$ cat src/design/nvac_pkg.sv
package nvac_pkg;

  // ****************************************************************
  // Register offsets on the software port
  // ****************************************************************
  localparam logic [3:0] OFS_CTRL    = 4'h0; // memory_control
  localparam logic [3:0] OFS_KEY     = 4'h1; // unlock_key_register
  localparam logic [3:0] OFS_ADDR    = 4'h2; // Data EEPROM address
  localparam logic [3:0] OFS_DATA    = 4'h3; // Data EEPROM data
  localparam logic [3:0] OFS_IRQ_STS = 4'h4; // Sticky event bits
  localparam logic [3:0] OFS_IRQ_MSK = 4'h5; // Event mask

  // ****************************************************************
  // memory_control field positions
  // ****************************************************************
  localparam int BIT_SPACE = 7; // memory_space_select
  localparam int BIT_CFG   = 6; // config_space_select
  localparam int BIT_FREE  = 4; // Erase instead of write
  localparam int BIT_WERR  = 3; // write_error_flag
  localparam int BIT_WEN   = 2; // write_enable_gate
  localparam int BIT_WR    = 1; // Write trigger
  localparam int BIT_RD    = 0; // Read trigger

  // ****************************************************************
  // Event bit positions and reset values
  // ****************************************************************
  localparam int EV_DONE    = 0; // Write cycle finished
  localparam int EV_ERR     = 1; // Write refused or aborted
  localparam int EV_REFUSED = 2; // External access refused
  localparam logic [7:0] CTRL_RST = 8'h00;
  localparam logic [7:0] MSK_RST  = 8'h00;

  // ****************************************************************
  // Unlock key values
  // ****************************************************************
  localparam logic [7:0] KEY_FIRST  = 8'h55;
  localparam logic [7:0] KEY_SECOND = 8'hAA;

  // ****************************************************************
  // Timing
  // ****************************************************************
  localparam int CLK_MHZ       = 40;
  localparam int WRITE_TIME_NS = 4000;  // Self-timed write or erase
  localparam int WRITE_CYCLES  = (WRITE_TIME_NS * CLK_MHZ + 999) / 1000;
  localparam int PWRT_TIME_US  = 64000; // powerup_timer_period
  localparam int PWRT_CYCLES   = PWRT_TIME_US * CLK_MHZ;

  // ****************************************************************
  // Access targets and state machines
  // ****************************************************************
  typedef enum logic [1:0] {
    TGT_EEPROM = 2'b00,
    TGT_FLASH  = 2'b01,
    TGT_CONFIG = 2'b10
  } nvac_target_t;

  typedef enum logic [1:0] {
    UNL_IDLE  = 2'b00,
    UNL_GOT1  = 2'b01,
    UNL_ARMED = 2'b10
  } nvac_unlock_t;

  typedef enum logic [0:0] {
    WS_IDLE = 1'b0,
    WS_BUSY = 1'b1
  } nvac_wstate_t;

endpackage

$ cat src/design/nvac_top.sv
// Functional notes
// - Bit 6 set selects configuration cells, overriding bit 7.
// - Bit 3 flags a write cut short by reset or an improper attempt.
// - A reset abort leaves both space-select bits unchanged.
// - Code protect refuses external reads and writes of data EEPROM.
// - The processor reaches data EEPROM whatever code protect says.
// - Power-up clears the write enable bit.
// - Processor writes to data EEPROM are blocked throughout the power-up timer; external port writes are not.
// - A write starts only with write enable set and the unlock sequence done.
`timescale 1ns/1ps
module nvac_top
  import nvac_pkg::*;
#(
  parameter int unsigned PWRT_COUNT = nvac_pkg::PWRT_CYCLES
)
(
  input  wire logic       clk,
  input  wire logic       rst,
  input  wire logic       dev_reset,
  input  wire logic       cp_enable,
  input  wire logic [3:0] reg_addr,
  input  wire logic [7:0] reg_wdata,
  input  wire logic       reg_we,
  input  wire logic       reg_re,
  output logic      [7:0] reg_rdata_q,
  input  wire logic       ext_rd,
  input  wire logic       ext_wr,
  input  wire logic [7:0] ext_addr,
  input  wire logic [7:0] ext_wdata,
  output logic      [7:0] ext_rdata_q,
  output logic            ext_ack_q,
  output logic            ext_refused_q,
  output logic            prog_busy_q,
  output logic      [1:0] prog_target_q,
  output logic            prog_erase_q,
  output logic            prog_commit_q,
  output logic      [7:0] prog_addr_q,
  output logic      [7:0] prog_data_q,
  output logic            irq_q
);
  import nvac_pkg::*;

  // ****************************************************************
  // State
  // ****************************************************************
  logic         space_q;
  logic         cfg_q;
  logic         free_q;
  logic         werr_q;
  logic         wen_q;
  logic         wr_q;
  logic         rd_q;
  logic [7:0]   ee_addr_q;
  logic [7:0]   ee_data_q;
  logic [7:0]   sts_q;
  logic [7:0]   msk_q;
  logic [31:0]  pwrt_cnt_q;
  logic         pwrt_active_q;
  logic [15:0]  wcnt_q;
  logic         rd_pend_q;
  logic         ext_rd_pend_q;
  nvac_unlock_t unl_q;
  nvac_unlock_t unl_d;
  nvac_wstate_t ws_q;

  logic         ctrl_wr;
  logic         key_wr;
  logic         wr_attempt;
  logic         wr_allowed;
  logic         wr_start;
  logic         wr_finish;
  logic         wr_abort;
  logic         rd_start;
  logic         ee_commit;
  logic         ext_go;
  logic         ext_refuse;
  logic [7:0]   ev_set;
  logic         mem_we;
  logic         mem_re;
  logic [7:0]   mem_addr;
  logic [7:0]   mem_wdata;
  logic [7:0]   mem_rdata;
  logic [1:0]   cur_target;

  localparam logic [15:0] WCNT_END = 16'(WRITE_CYCLES - 1);

  // Target chosen by the two space-select bits
  function automatic logic [1:0] target_of(input logic space, input logic cfg);
    if (cfg)
    begin
      target_of = TGT_CONFIG;
    end
    else if (space)
    begin
      target_of = TGT_FLASH;
    end
    else
    begin
      target_of = TGT_EEPROM;
    end
  endfunction

  // ****************************************************************
  // Bus decode and write attempt qualification
  // ****************************************************************
  assign ctrl_wr    = reg_we && (reg_addr == OFS_CTRL);
  assign key_wr     = reg_we && (reg_addr == OFS_KEY);
  assign cur_target = target_of(space_q, cfg_q);
  assign wr_attempt = ctrl_wr && reg_wdata[BIT_WR] && !wr_q && !dev_reset;
  // Needs enable, unlock and, for data EEPROM, an expired power-up timer
  assign wr_allowed = wen_q && (unl_q == UNL_ARMED)
                      && !(pwrt_active_q && (cur_target == TGT_EEPROM));
  assign wr_start   = wr_attempt && wr_allowed;
  assign wr_finish  = (ws_q == WS_BUSY) && (wcnt_q == WCNT_END) && !dev_reset;
  assign wr_abort   = (ws_q == WS_BUSY) && dev_reset;
  assign ee_commit  = wr_finish && (prog_target_q == TGT_EEPROM);
  // Read trigger ignored while either space bit is set
  assign rd_start   = ctrl_wr && reg_wdata[BIT_RD] && !rd_q && !dev_reset
                      && !space_q && !cfg_q;

  // ****************************************************************
  // Memory port sharing: commit, then processor read, then external
  // ****************************************************************
  assign ext_go     = (ext_rd || ext_wr) && !cp_enable && !ee_commit && !rd_start;
  assign ext_refuse = (ext_rd || ext_wr) && !ext_go;
  assign mem_we     = ee_commit || (ext_go && ext_wr);
  assign mem_re     = rd_start || (ext_go && ext_rd && !ext_wr);
  assign mem_addr   = ee_commit ? prog_addr_q : (rd_start ? ee_addr_q : ext_addr);
  assign mem_wdata  = ee_commit ? prog_data_q : ext_wdata;

  nvac_mem u_mem
  (
    .clk     (clk),
    .rst     (rst),
    .we      (mem_we),
    .re      (mem_re),
    .addr    (mem_addr),
    .wdata   (mem_wdata),
    .rdata_q (mem_rdata)
  );

  // ****************************************************************
  // Power-up timer, started by power-on reset
  // ****************************************************************
  always_ff @(posedge clk)
  begin
    if (rst)
    begin
      pwrt_cnt_q    <= 32'h0000_0000;
      pwrt_active_q <= 1'b1;
    end
    else if (pwrt_active_q)
    begin
      pwrt_cnt_q <= pwrt_cnt_q + 32'h0000_0001;
      if (pwrt_cnt_q >= PWRT_COUNT - 1)
      begin
        pwrt_active_q <= 1'b0;
      end
    end
  end

  // ****************************************************************
  // Unlock key sequence
  // ****************************************************************
  always_comb
  begin
    unl_d = unl_q;
    if (dev_reset || ctrl_wr && reg_wdata[BIT_WR])
    begin
      unl_d = UNL_IDLE; // Each attempt uses up the key
    end
    else if (key_wr)
    begin
      case (unl_q)
        UNL_IDLE:  unl_d = (reg_wdata == KEY_FIRST) ? UNL_GOT1 : UNL_IDLE;
        UNL_GOT1:  unl_d = (reg_wdata == KEY_SECOND) ? UNL_ARMED : UNL_IDLE;
        UNL_ARMED: unl_d = (reg_wdata == KEY_FIRST) ? UNL_GOT1 : UNL_IDLE;
        default:   unl_d = UNL_IDLE;
      endcase
    end
  end

  always_ff @(posedge clk)
  begin
    if (rst)
    begin
      unl_q <= UNL_IDLE;
    end
    else
    begin
      unl_q <= unl_d;
    end
  end

  // ****************************************************************
  // Space select, erase select and write enable
  // ****************************************************************
  always_ff @(posedge clk)
  begin
    if (rst)
    begin
      space_q <= CTRL_RST[BIT_SPACE];
      cfg_q   <= CTRL_RST[BIT_CFG];
      free_q  <= CTRL_RST[BIT_FREE];
      wen_q   <= CTRL_RST[BIT_WEN];
    end
    else if (dev_reset)
    begin
      free_q <= 1'b0;
      wen_q  <= 1'b0;               // Space bits kept for tracing
    end
    else if (ctrl_wr)
    begin
      if (ws_q == WS_IDLE)
      begin
        space_q <= reg_wdata[BIT_SPACE];
        cfg_q   <= reg_wdata[BIT_CFG];
        free_q  <= reg_wdata[BIT_FREE];
      end
      wen_q <= reg_wdata[BIT_WEN];
    end
  end

  // ****************************************************************
  // Write error flag: hardware set wins over a software clear
  // ****************************************************************
  always_ff @(posedge clk)
  begin
    if (rst)
    begin
      werr_q <= CTRL_RST[BIT_WERR];
    end
    else if (wr_abort || (wr_attempt && !wr_allowed))
    begin
      werr_q <= 1'b1;
    end
    else if (wr_start)
    begin
      werr_q <= 1'b0; // Cleared as soon as an allowed write starts
    end
    else if (ctrl_wr)
    begin
      werr_q <= reg_wdata[BIT_WERR];
    end
  end

  // ****************************************************************
  // Self-timed write or erase cycle
  // ****************************************************************
  always_ff @(posedge clk)
  begin
    if (rst)
    begin
      ws_q          <= WS_IDLE;
      wr_q          <= 1'b0;
      wcnt_q        <= 16'h0000;
      prog_busy_q   <= 1'b0;
      prog_target_q <= TGT_EEPROM;
      prog_erase_q  <= 1'b0;
      prog_addr_q   <= 8'h00;
      prog_data_q   <= 8'h00;
      prog_commit_q <= 1'b0;
    end
    else
    begin
      prog_commit_q <= wr_finish;
      case (ws_q)
        WS_IDLE:
        begin
          if (wr_start)
          begin
            ws_q          <= WS_BUSY;
            wr_q          <= 1'b1;
            wcnt_q        <= 16'h0000;
            prog_busy_q   <= 1'b1;
            prog_target_q <= cur_target;
            prog_erase_q  <= free_q;
            prog_addr_q   <= ee_addr_q;
            prog_data_q   <= ee_data_q;
          end
        end
        WS_BUSY:
        begin
          wcnt_q <= wcnt_q + 16'h0001;
          if (wr_finish || wr_abort)
          begin
            ws_q        <= WS_IDLE;
            wr_q        <= 1'b0;
            prog_busy_q <= 1'b0;
          end
        end
        default:
        begin
          ws_q <= WS_IDLE;
        end
      endcase
    end
  end

  // ****************************************************************
  // One-cycle data EEPROM read by the processor
  // ****************************************************************
  always_ff @(posedge clk)
  begin
    if (rst)
    begin
      rd_q      <= 1'b0;
      rd_pend_q <= 1'b0;
    end
    else
    begin
      rd_q      <= rd_start;
      rd_pend_q <= rd_start;
    end
  end

  // Address and data registers
  always_ff @(posedge clk)
  begin
    if (rst)
    begin
      ee_addr_q <= 8'h00;
      ee_data_q <= 8'h00;
    end
    else
    begin
      if (reg_we && (reg_addr == OFS_ADDR))
      begin
        ee_addr_q <= reg_wdata;
      end
      if (rd_pend_q)
      begin
        ee_data_q <= mem_rdata;
      end
      else if (reg_we && (reg_addr == OFS_DATA))
      begin
        ee_data_q <= reg_wdata;
      end
    end
  end

  // ****************************************************************
  // External access answers
  // ****************************************************************
  always_ff @(posedge clk)
  begin
    if (rst)
    begin
      ext_rd_pend_q <= 1'b0;
      ext_ack_q     <= 1'b0;
      ext_refused_q <= 1'b0;
      ext_rdata_q   <= 8'h00;
    end
    else
    begin
      ext_rd_pend_q <= ext_go && ext_rd && !ext_wr;
      ext_ack_q     <= ext_go;
      ext_refused_q <= ext_refuse;
      if (ext_rd_pend_q)
      begin
        ext_rdata_q <= mem_rdata;
      end
    end
  end

  // ****************************************************************
  // Interrupt status, mask and output
  // ****************************************************************
  always_comb
  begin
    ev_set              = 8'h00;
    ev_set[EV_DONE]     = wr_finish;
    ev_set[EV_ERR]      = wr_abort || (wr_attempt && !wr_allowed);
    ev_set[EV_REFUSED]  = ext_refuse;
  end

  always_ff @(posedge clk)
  begin
    if (rst)
    begin
      sts_q <= 8'h00;
      msk_q <= MSK_RST;
    end
    else
    begin
      if (reg_we && (reg_addr == OFS_IRQ_STS))
      begin
        sts_q <= (sts_q & ~reg_wdata) | ev_set; // Set wins over clear
      end
      else
      begin
        sts_q <= sts_q | ev_set;
      end
      if (reg_we && (reg_addr == OFS_IRQ_MSK))
      begin
        msk_q <= reg_wdata;
      end
    end
  end

  always_ff @(posedge clk)
  begin
    if (rst)
    begin
      irq_q <= 1'b0;
    end
    else
    begin
      irq_q <= |(sts_q & msk_q);
    end
  end

  // ****************************************************************
  // Register read port, data one cycle after the strobe
  // ****************************************************************
  always_ff @(posedge clk)
  begin
    if (rst)
    begin
      reg_rdata_q <= 8'h00;
    end
    else if (reg_re)
    begin
      if (reg_addr == OFS_CTRL)
      begin
        reg_rdata_q <= {space_q, cfg_q, 1'b0, free_q, werr_q, wen_q, wr_q, rd_q};
      end
      else if (reg_addr == OFS_ADDR)
      begin
        reg_rdata_q <= ee_addr_q;
      end
      else if (reg_addr == OFS_DATA)
      begin
        reg_rdata_q <= ee_data_q;
      end
      else if (reg_addr == OFS_IRQ_STS)
      begin
        reg_rdata_q <= sts_q;
      end
      else if (reg_addr == OFS_IRQ_MSK)
      begin
        reg_rdata_q <= msk_q;
      end
      else
      begin
        reg_rdata_q <= 8'h00; // Key register and unmapped read zero
      end
    end
    else
    begin
      reg_rdata_q <= 8'h00;
    end
  end

endmodule

$ cat src/design/nvac_mem.sv
`timescale 1ns/1ps
module nvac_mem
(
  input  wire logic       clk,
  input  wire logic       rst,
  input  wire logic       we,
  input  wire logic       re,
  input  wire logic [7:0] addr,
  input  wire logic [7:0] wdata,
  output logic      [7:0] rdata_q
);

  logic [7:0] cells [0:255];

  // ****************************************************************
  // Array write, no reset on the cells
  // ****************************************************************
  always_ff @(posedge clk)
  begin
    if (we)
    begin
      cells[addr] <= wdata;
    end
  end

  // Registered read port
  always_ff @(posedge clk)
  begin
    if (rst)
    begin
      rdata_q <= 8'h00;
    end
    else if (re)
    begin
      rdata_q <= cells[addr];
    end
  end

endmodule

$ cat config.mk
export PLATFORM = sky130hd
export DESIGN_NAME = nvac_top
export DESIGN_NICKNAME = d
export VERILOG_FILES = /design/src/design/nvac_pkg.sv /design/src/design/nvac_top.sv /design/src/design/nvac_mem.sv
export SDC_FILE = /design/constraint.sdc
export NUM_CORES = 2
export LEC_CHECK = 0
export ABC_AREA = 1
export BUFFER_PORTS_ARGS = -buffer_cell sky130_fd_sc_hd__buf_2
export CAP_MARGIN = 5
export CORE_MARGIN = 2
export CORE_UTILIZATION = 50
export CTS_CLUSTER_DIAMETER = 40
export CTS_CLUSTER_SIZE = 24
export DETAILED_ROUTE_END_ITERATION = 10
export GPL_TIMING_DRIVEN = 0
export MAX_ROUTING_LAYER = met4
export PLACE_DENSITY = 0.71
export SLEW_MARGIN = 20
export SYNTH_ARGS = -nofsm -noshare
export SYNTH_HDL_FRONTEND = slang
export SYNTH_HIERARCHICAL = 1
export SYNTH_SLANG_ARGS = --single-unit
$ cat constraint.sdc
create_clock -name clk -period 12.1 [get_ports clk]
set_input_delay 1.815 -clock clk [delete_from_list [all_inputs] [get_ports clk]]
set_output_delay 1.815 -clock clk [all_outputs]
set_load 0.1 [all_outputs]
Word level (Yosys, flattened, before mapping)
Memories as Yosys holds them, arrays and structs flattened. A register that Yosys moved wholly into a read port is not among the register bits.
Index checks and enable logic that the tools add are counted.
Word-level totals
  latch bits: 0
  ROM bits: 0
  word-level logic and storage cells: 147
  input port bits: 36
  RAM bits: 2048
  output and inout bits: 40
  flip-flop bits (word level): 131
  memories kept: 1
Operators by class
  bitwise operators: 8
  shift-type cells: 0
  equal/unequal tests: 12
  div/mod/pow operators: 0
  reductions and logical operators: 64
  order comparisons: 1
  add/sub/neg operators: 2
  multiplexer cells: 31
  multipliers: 0
Memory list
  u_mem.cells: depth 256, bits a word 8, read ports 1, clocked after memory_dff 1, wr ports 1, RTL line nvac_mem.sv:13  | logic [7:0] cells [0:255];
Operator list (count)
  $mux W8: 11
  $add A32 B1 Y32 const B: 1
  $ge A32 B22 Y1 const B: 1
  $pmux W16 S2: 1
  $logic_and A1 B1 Y1: 30
  $add A16 B1 Y16 const B: 1
  $and A8 B8 Y8: 2
  $eq A16 B8 Y1 const B: 1
  $mux W16: 1
  $or A8 B3 Y8: 2
  $mux W1: 13
  $logic_not A1 Y1: 12
  $eq A4 B2 Y1 const B: 2
  $eq A4 B3 Y1 const B: 2
  $eq A8 B7 Y1 const B: 1
  $eq A8 B8 Y1 const B: 1
  $not A8 Y8: 1
  $reduce_or A2 Y1: 4
  $reduce_or A8 Y1: 1
  $logic_not A2 Y1: 3
  $logic_or A1 B1 Y1: 6
  $reduce_and A2 Y1: 3
  $eq A4 B1 Y1 const B: 1
  $logic_not A4 Y1: 1
  12 further kinds: 16

Logic depth before layout (Yosys ltp)
  depth after elaboration: 13
  gate-level depth with buffers: 28
  depth with buffers taken out: 24

Hierarchy
Netlist, hierarchy kept.
By module, submodules not included
  nvac_mem: seq. area each 61659.1 um^2, area an instance 84064.4 um^2, instances 1, cells each 7705
  nvac_top: seq. area each 2622.5 um^2, area an instance 6511.2 um^2, instances 1, cells each 984

Worst setup path after synthesis
Ideal clock, no wire load.
  kind: input-to-reg
  from: in dev_reset
  to: mem u_mem.cells[0][0], data pin
  slack: 1846 ps
  path buffers: 1
  required time: 10646 ps
  arrival time: 8800 ps
  stages: 4
  library setup time: 1454 ps
  cell sequence: nor3_2 -> nand3_4 -> buf_6 -> o21ai_1
Between the ends
  word-level cells in the longest chain between the ends: 4
Ends and longest elaborated chain
  start, declared: RTL line nvac_top.sv:19  | input wire logic dev_reset,
  $logic_not A1 Y1: RTL line nvac_top.sv:114  | assign wr_finish = (ws_q == WS_BUSY) && (wcnt_q == WCNT_END) && !dev_reset;
  $logic_and A1 B1 Y1: RTL line nvac_top.sv:114
  $logic_and A1 B1 Y1: RTL line nvac_top.sv:116  | assign ee_commit = wr_finish && (prog_target_q == TGT_EEPROM);
  $mux W8: RTL line nvac_top.sv:129  | assign mem_wdata = ee_commit ? prog_data_q : ext_wdata;
  net mem_wdata[0]: RTL line nvac_top.sv:81  | logic [7:0] mem_wdata;
  end, declared: RTL line nvac_mem.sv:13
The timed path passes the listed nets, and every way through them passes these cells.

Worst setup path after layout
  from: in reg_addr[0]
  to: mem u_mem.cells[130][5], enable pin
Between the ends
  elaborated cells between the ends (all ways): 15
  classes of those cells: mux: 4; reduce/logical: 11
RTL lines
  start, declared: RTL line nvac_top.sv:21  | input wire logic [3:0] reg_addr,
  $logic_not A4 Y1: RTL line nvac_top.sv:106  | assign ctrl_wr = reg_we && (reg_addr == OFS_CTRL);
  $logic_and A1 B1 Y1: RTL line nvac_top.sv:106
  $logic_and A1 B1 Y1 (3 in series): RTL line nvac_top.sv:118  | assign rd_start = ctrl_wr && reg_wdata[BIT_RD] && !rd_q && !dev_reset
  $logic_and A1 B1 Y1 (2 in series): RTL line nvac_top.sv:119  | && !space_q && !cfg_q;
  $mux W8 (2 in series): RTL line nvac_top.sv:128  | assign mem_addr = ee_commit ? prog_addr_q : (rd_start ? ee_addr_q : ext_addr);
  net mem_addr[3]: RTL line nvac_top.sv:80  | logic [7:0] mem_addr;
The timed path passes the listed nets, and every way through them passes these cells.

==> run metrics <==
die area 185000 um2; Mapped Cells 8689; Sw Pwr 4.54 mW; Peak VDD IR 0.135 mV; Critical Path Start Type primary input; routed wire length 377 mm; first-pass GRT wire length 507 mm; Layout Nets 9221; final instance area 107000 um2; Internal 14.1 mW; layout cells sized above 1 11.4%; DRC 0; max incr delay on CP 1.02 ns; Seq pwr share 44.4%; CTS Buf Count 308; post-synthesis net count 8727; slowest CP cell nor2_1; crit path time final 7.29 ns; data required time at the worst endpoint 12.63 ns; Die Width 430 um; pin count of the biggest net entering global routing 36; worst-path cell chain buf_2 -> nor2_2 -> nand3_2 -> inv_1 -> nand3_1 -> buf_2 -> nand2_1 -> o211ai_1 -> nand2_1 -> inv_1 -> nor2_1 -> clkbuf_1 -> buf_2 -> inv_1 -> nor2_1 -> nand2_1 -> clkbuf_2 -> nor2_1; # setup viols final 0; number of global-route vias before repair 65300; Worst-Skew Late Latency 0.94 ns; worst setup path start reg_addr[0]; core area 180000 um2; Reg2Reg Depth 16; Placed Cells incl. Taps 11200; I/O pins 76; per-cell routed wire length 31.9 um; fin crit share 60.3%; Non-Filler Instances 11800; initial antenna violation count 23; setup TNS 0 ns; status finished, final reports clean; register area share after synthesis 71.0%; port buffer count 75; Rows 156; FMAX 0.137 GHz; final setup margin 4.81 ns; clock power share 48.4%; synthesized flop and latch total 2187; vias per std cell 6.03; Cell Area, Placed 96900 um2; initial core utilization 50.2%; DP Wirelength 269 mm; worst hold slack 0.475 ns; area of the mapped netlist 90600 um2; Post-CTS Resized 0; chip height 430 um; initial detailed-routing violation count 12500; clk root buf clkbuf_16; Max Cap Viol 0; Yosys cell types 42; Synth Area per Inst 10.4 um2; Area Overhead vs Synth 18.4%; clock tree buffer depth 4; Power Total 18.7 mW; total track usage 41.4%; setup bufs post-CTS 0; worst slew pin tran 1.35 ns; Relative slew margins 10.0%; total grt overflow 0; r2r startpoint wcnt_q[0]; RSZ-0062 raised after global routing no; CTS tree yes; Leak 41.8 nW; RePlAce Congestion 1.08; Worst setup EP type flip-flop; Worst-path clk slew 0.05 ns; post-route ant nets 0; clk_skew 0.0385 ns; Crit Path Class primary input to flip-flop; Hold Path Class flip-flop to flip-flop; Post-CTS Hold Fix Bufs 0; via count 71100; Arr. time, crit path 7.83 ns; Crit Path Max Fanout 10; CTS H-tree lvls 5; Sw Ratio 24.3%; clock sink count 2187; fin util 59.5%; Worst R2R Setup Slack 5.52 ns; Setup WS pre-CTS 4.13 ns; YS warnings 6; Slew Limit Fails 0; Worst R2R End u_mem/cells[130][5]; number of iterations in the first detailed-routing pass 6; Pwr Density 174 nW/um2; end of the critical path u_mem/cells[130][5]; Hold Vio Cnt, Final 0; Gate power share 7.2%
-- how the worst min path moves through the flow --
stage	to	slack [ns]	from	cells past startpoint
floorplan	reg_rdata_q[3]	0.43	werr_q	2
global placement	pwrt_cnt_q[8]	0.45	pwrt_cnt_q[8]	1
detailed placement	pwrt_cnt_q[8]	0.46	pwrt_cnt_q[8]	1
CTS	free_q	0.47	free_q	2
global route	wcnt_q[13]	0.50	wcnt_q[13]	2
finish	free_q	0.48	free_q	2
-- cells in the mapped netlist, drive strengths merged --
library cell | n | share of area, %
inv | 183 | 0.76
a31oi | 2 | 0.014
o21bai | 1 | 0.0083
o221ai | 1 | 0.0097
buf | 253 | 1.4
nor4 | 3 | 0.021
o211ai | 13 | 0.12
nand4 | 159 | 1.1
o21ai | 154 | 0.85
a41oi | 1 | 0.0097
nor3b | 1 | 0.0083
a21oi | 110 | 0.61
nand2 | 4185 | 17
nand3b | 1 | 0.0083
o21a | 1 | 0.0083
or2 | 1 | 0.0069
o22ai | 8 | 0.055
ha | 2 | 0.028
xnor2 | 2 | 0.019
nor3 | 24 | 0.14
clkinv | 2 | 0.0083
edfxtp | 2048 | 68
dfxtp | 139 | 3.1
nor2 | 767 | 3.2
a221oi | 1 | 0.0097
clkbuf | 200 | 0.83
nand3 | 423 | 2.4
xor2 | 3 | 0.029
and2 | 1 | 0.0069
-- per-layer routing --
| metal | wire (um) | vias to the layer above | GRT usage [%] | share of wire (%) |
|---|---|---|---|---|
| li1 | - | 30100 | - | - |
| met1 | 134000 | 34200 | 52.5 | 36 |
| met2 | 158000 | 5629 | 57.8 | 42 |
| met3 | 55600 | 1191 | 12.6 | 15 |
| met4 | 29200 | 0 | 26.7 | 7.8 |
| met5 | 0 | - | - | 0 |
-- critical path: cells and delay by family --
family                 cells  cell delay (ns)
AOI/OAI and AO/OA          1             0.08
buffers and inverters      8             2.95
and+or+nand+nor            9             2.92
-- layout by cell type, fill, tap and decap left out, drive strengths merged --
cell / synthesis / final
o211ai: 13 / 13
a221oi: 1 / 1
edfxtp: 2048 / 2048
nand3: 423 / 423
xor2: 3 / 3
o21ai: 154 / 154
o221ai: 1 / 1
a41oi: 1 / 1
a31oi: 2 / 2
dfxtp: 139 / 139
nand2: 4185 / 4185
a21oi: 110 / 110
clkbuf: 200 / 539
or2: 1 / 1
ha: 2 / 2
clkinv: 2 / 79
o22ai: 8 / 8
diode: 0 / 21
and2: 1 / 1
nor3: 24 / 24
o21a: 1 / 1
bufinv: 0 / 34
o21bai: 1 / 1
nor3b: 1 / 1
clkinvlp: 0 / 24
nor2: 767 / 767
inv: 183 / 245
nand4: 159 / 159
xnor2: 2 / 2
nor4: 3 / 3
buf: 253 / 436
nand3b: 1 / 1
-- area by class of cell --
type	instances	area, um2
clock inverter	197	2280
antenna	21	52.6
clock buffer	338	7970
multi-input combinational	5864	23900
timing repair buffer	184	3000
tap	2370	2970
buffer	453	2130
inverter	185	694
fill	14700	73100
sequential	2187	64300
-- power groups by stage --
stage	Sequential (mW)	Clock [mW]	Combinational [mW]
final	8.28	9.04	1.34
after global routing	8.28	9.38	1.35
after CTS	8.28	9.07	1.26
after detailed placement	8.44	0	1.26
after global placement	8.56	0	1.14
after floorplan	8.50	0	0.545
-- state kept, by name, summed over array words and instances, names as in the netlist, 2 cells and up --
name	flops
prog_addr_q	8
ee_addr_q	8
sts_q	8
u_mem/cells	2048
u_mem/rdata_q	8
pwrt_cnt_q	32
unl_q	2
ee_data_q	8
reg_rdata_q	8
msk_q	8
ext_rdata_q	8
prog_target_q	2
prog_data_q	8
wcnt_q	16
-- logic make-up (layout without fill, tap and decap cells) --
| group | after synthesis | in the layout | synth area share [%] |
|---|---|---|---|
| other | 0 | 21 | 0 |
| DFF | 2187 | 2187 | 71.0 |
| AOI/OAI and AO/OA | 292 | 292 | 1.69 |
| adders and majority gates | 2 | 2 | 0.0276 |
| and+or+nand+nor | 5565 | 5565 | 24.2 |
| buffers and inverters | 638 | 1357 | 3.02 |
| xor gates and xnor gates | 5 | 5 | 0.0484 |
(Power assumes the default switching activity.)
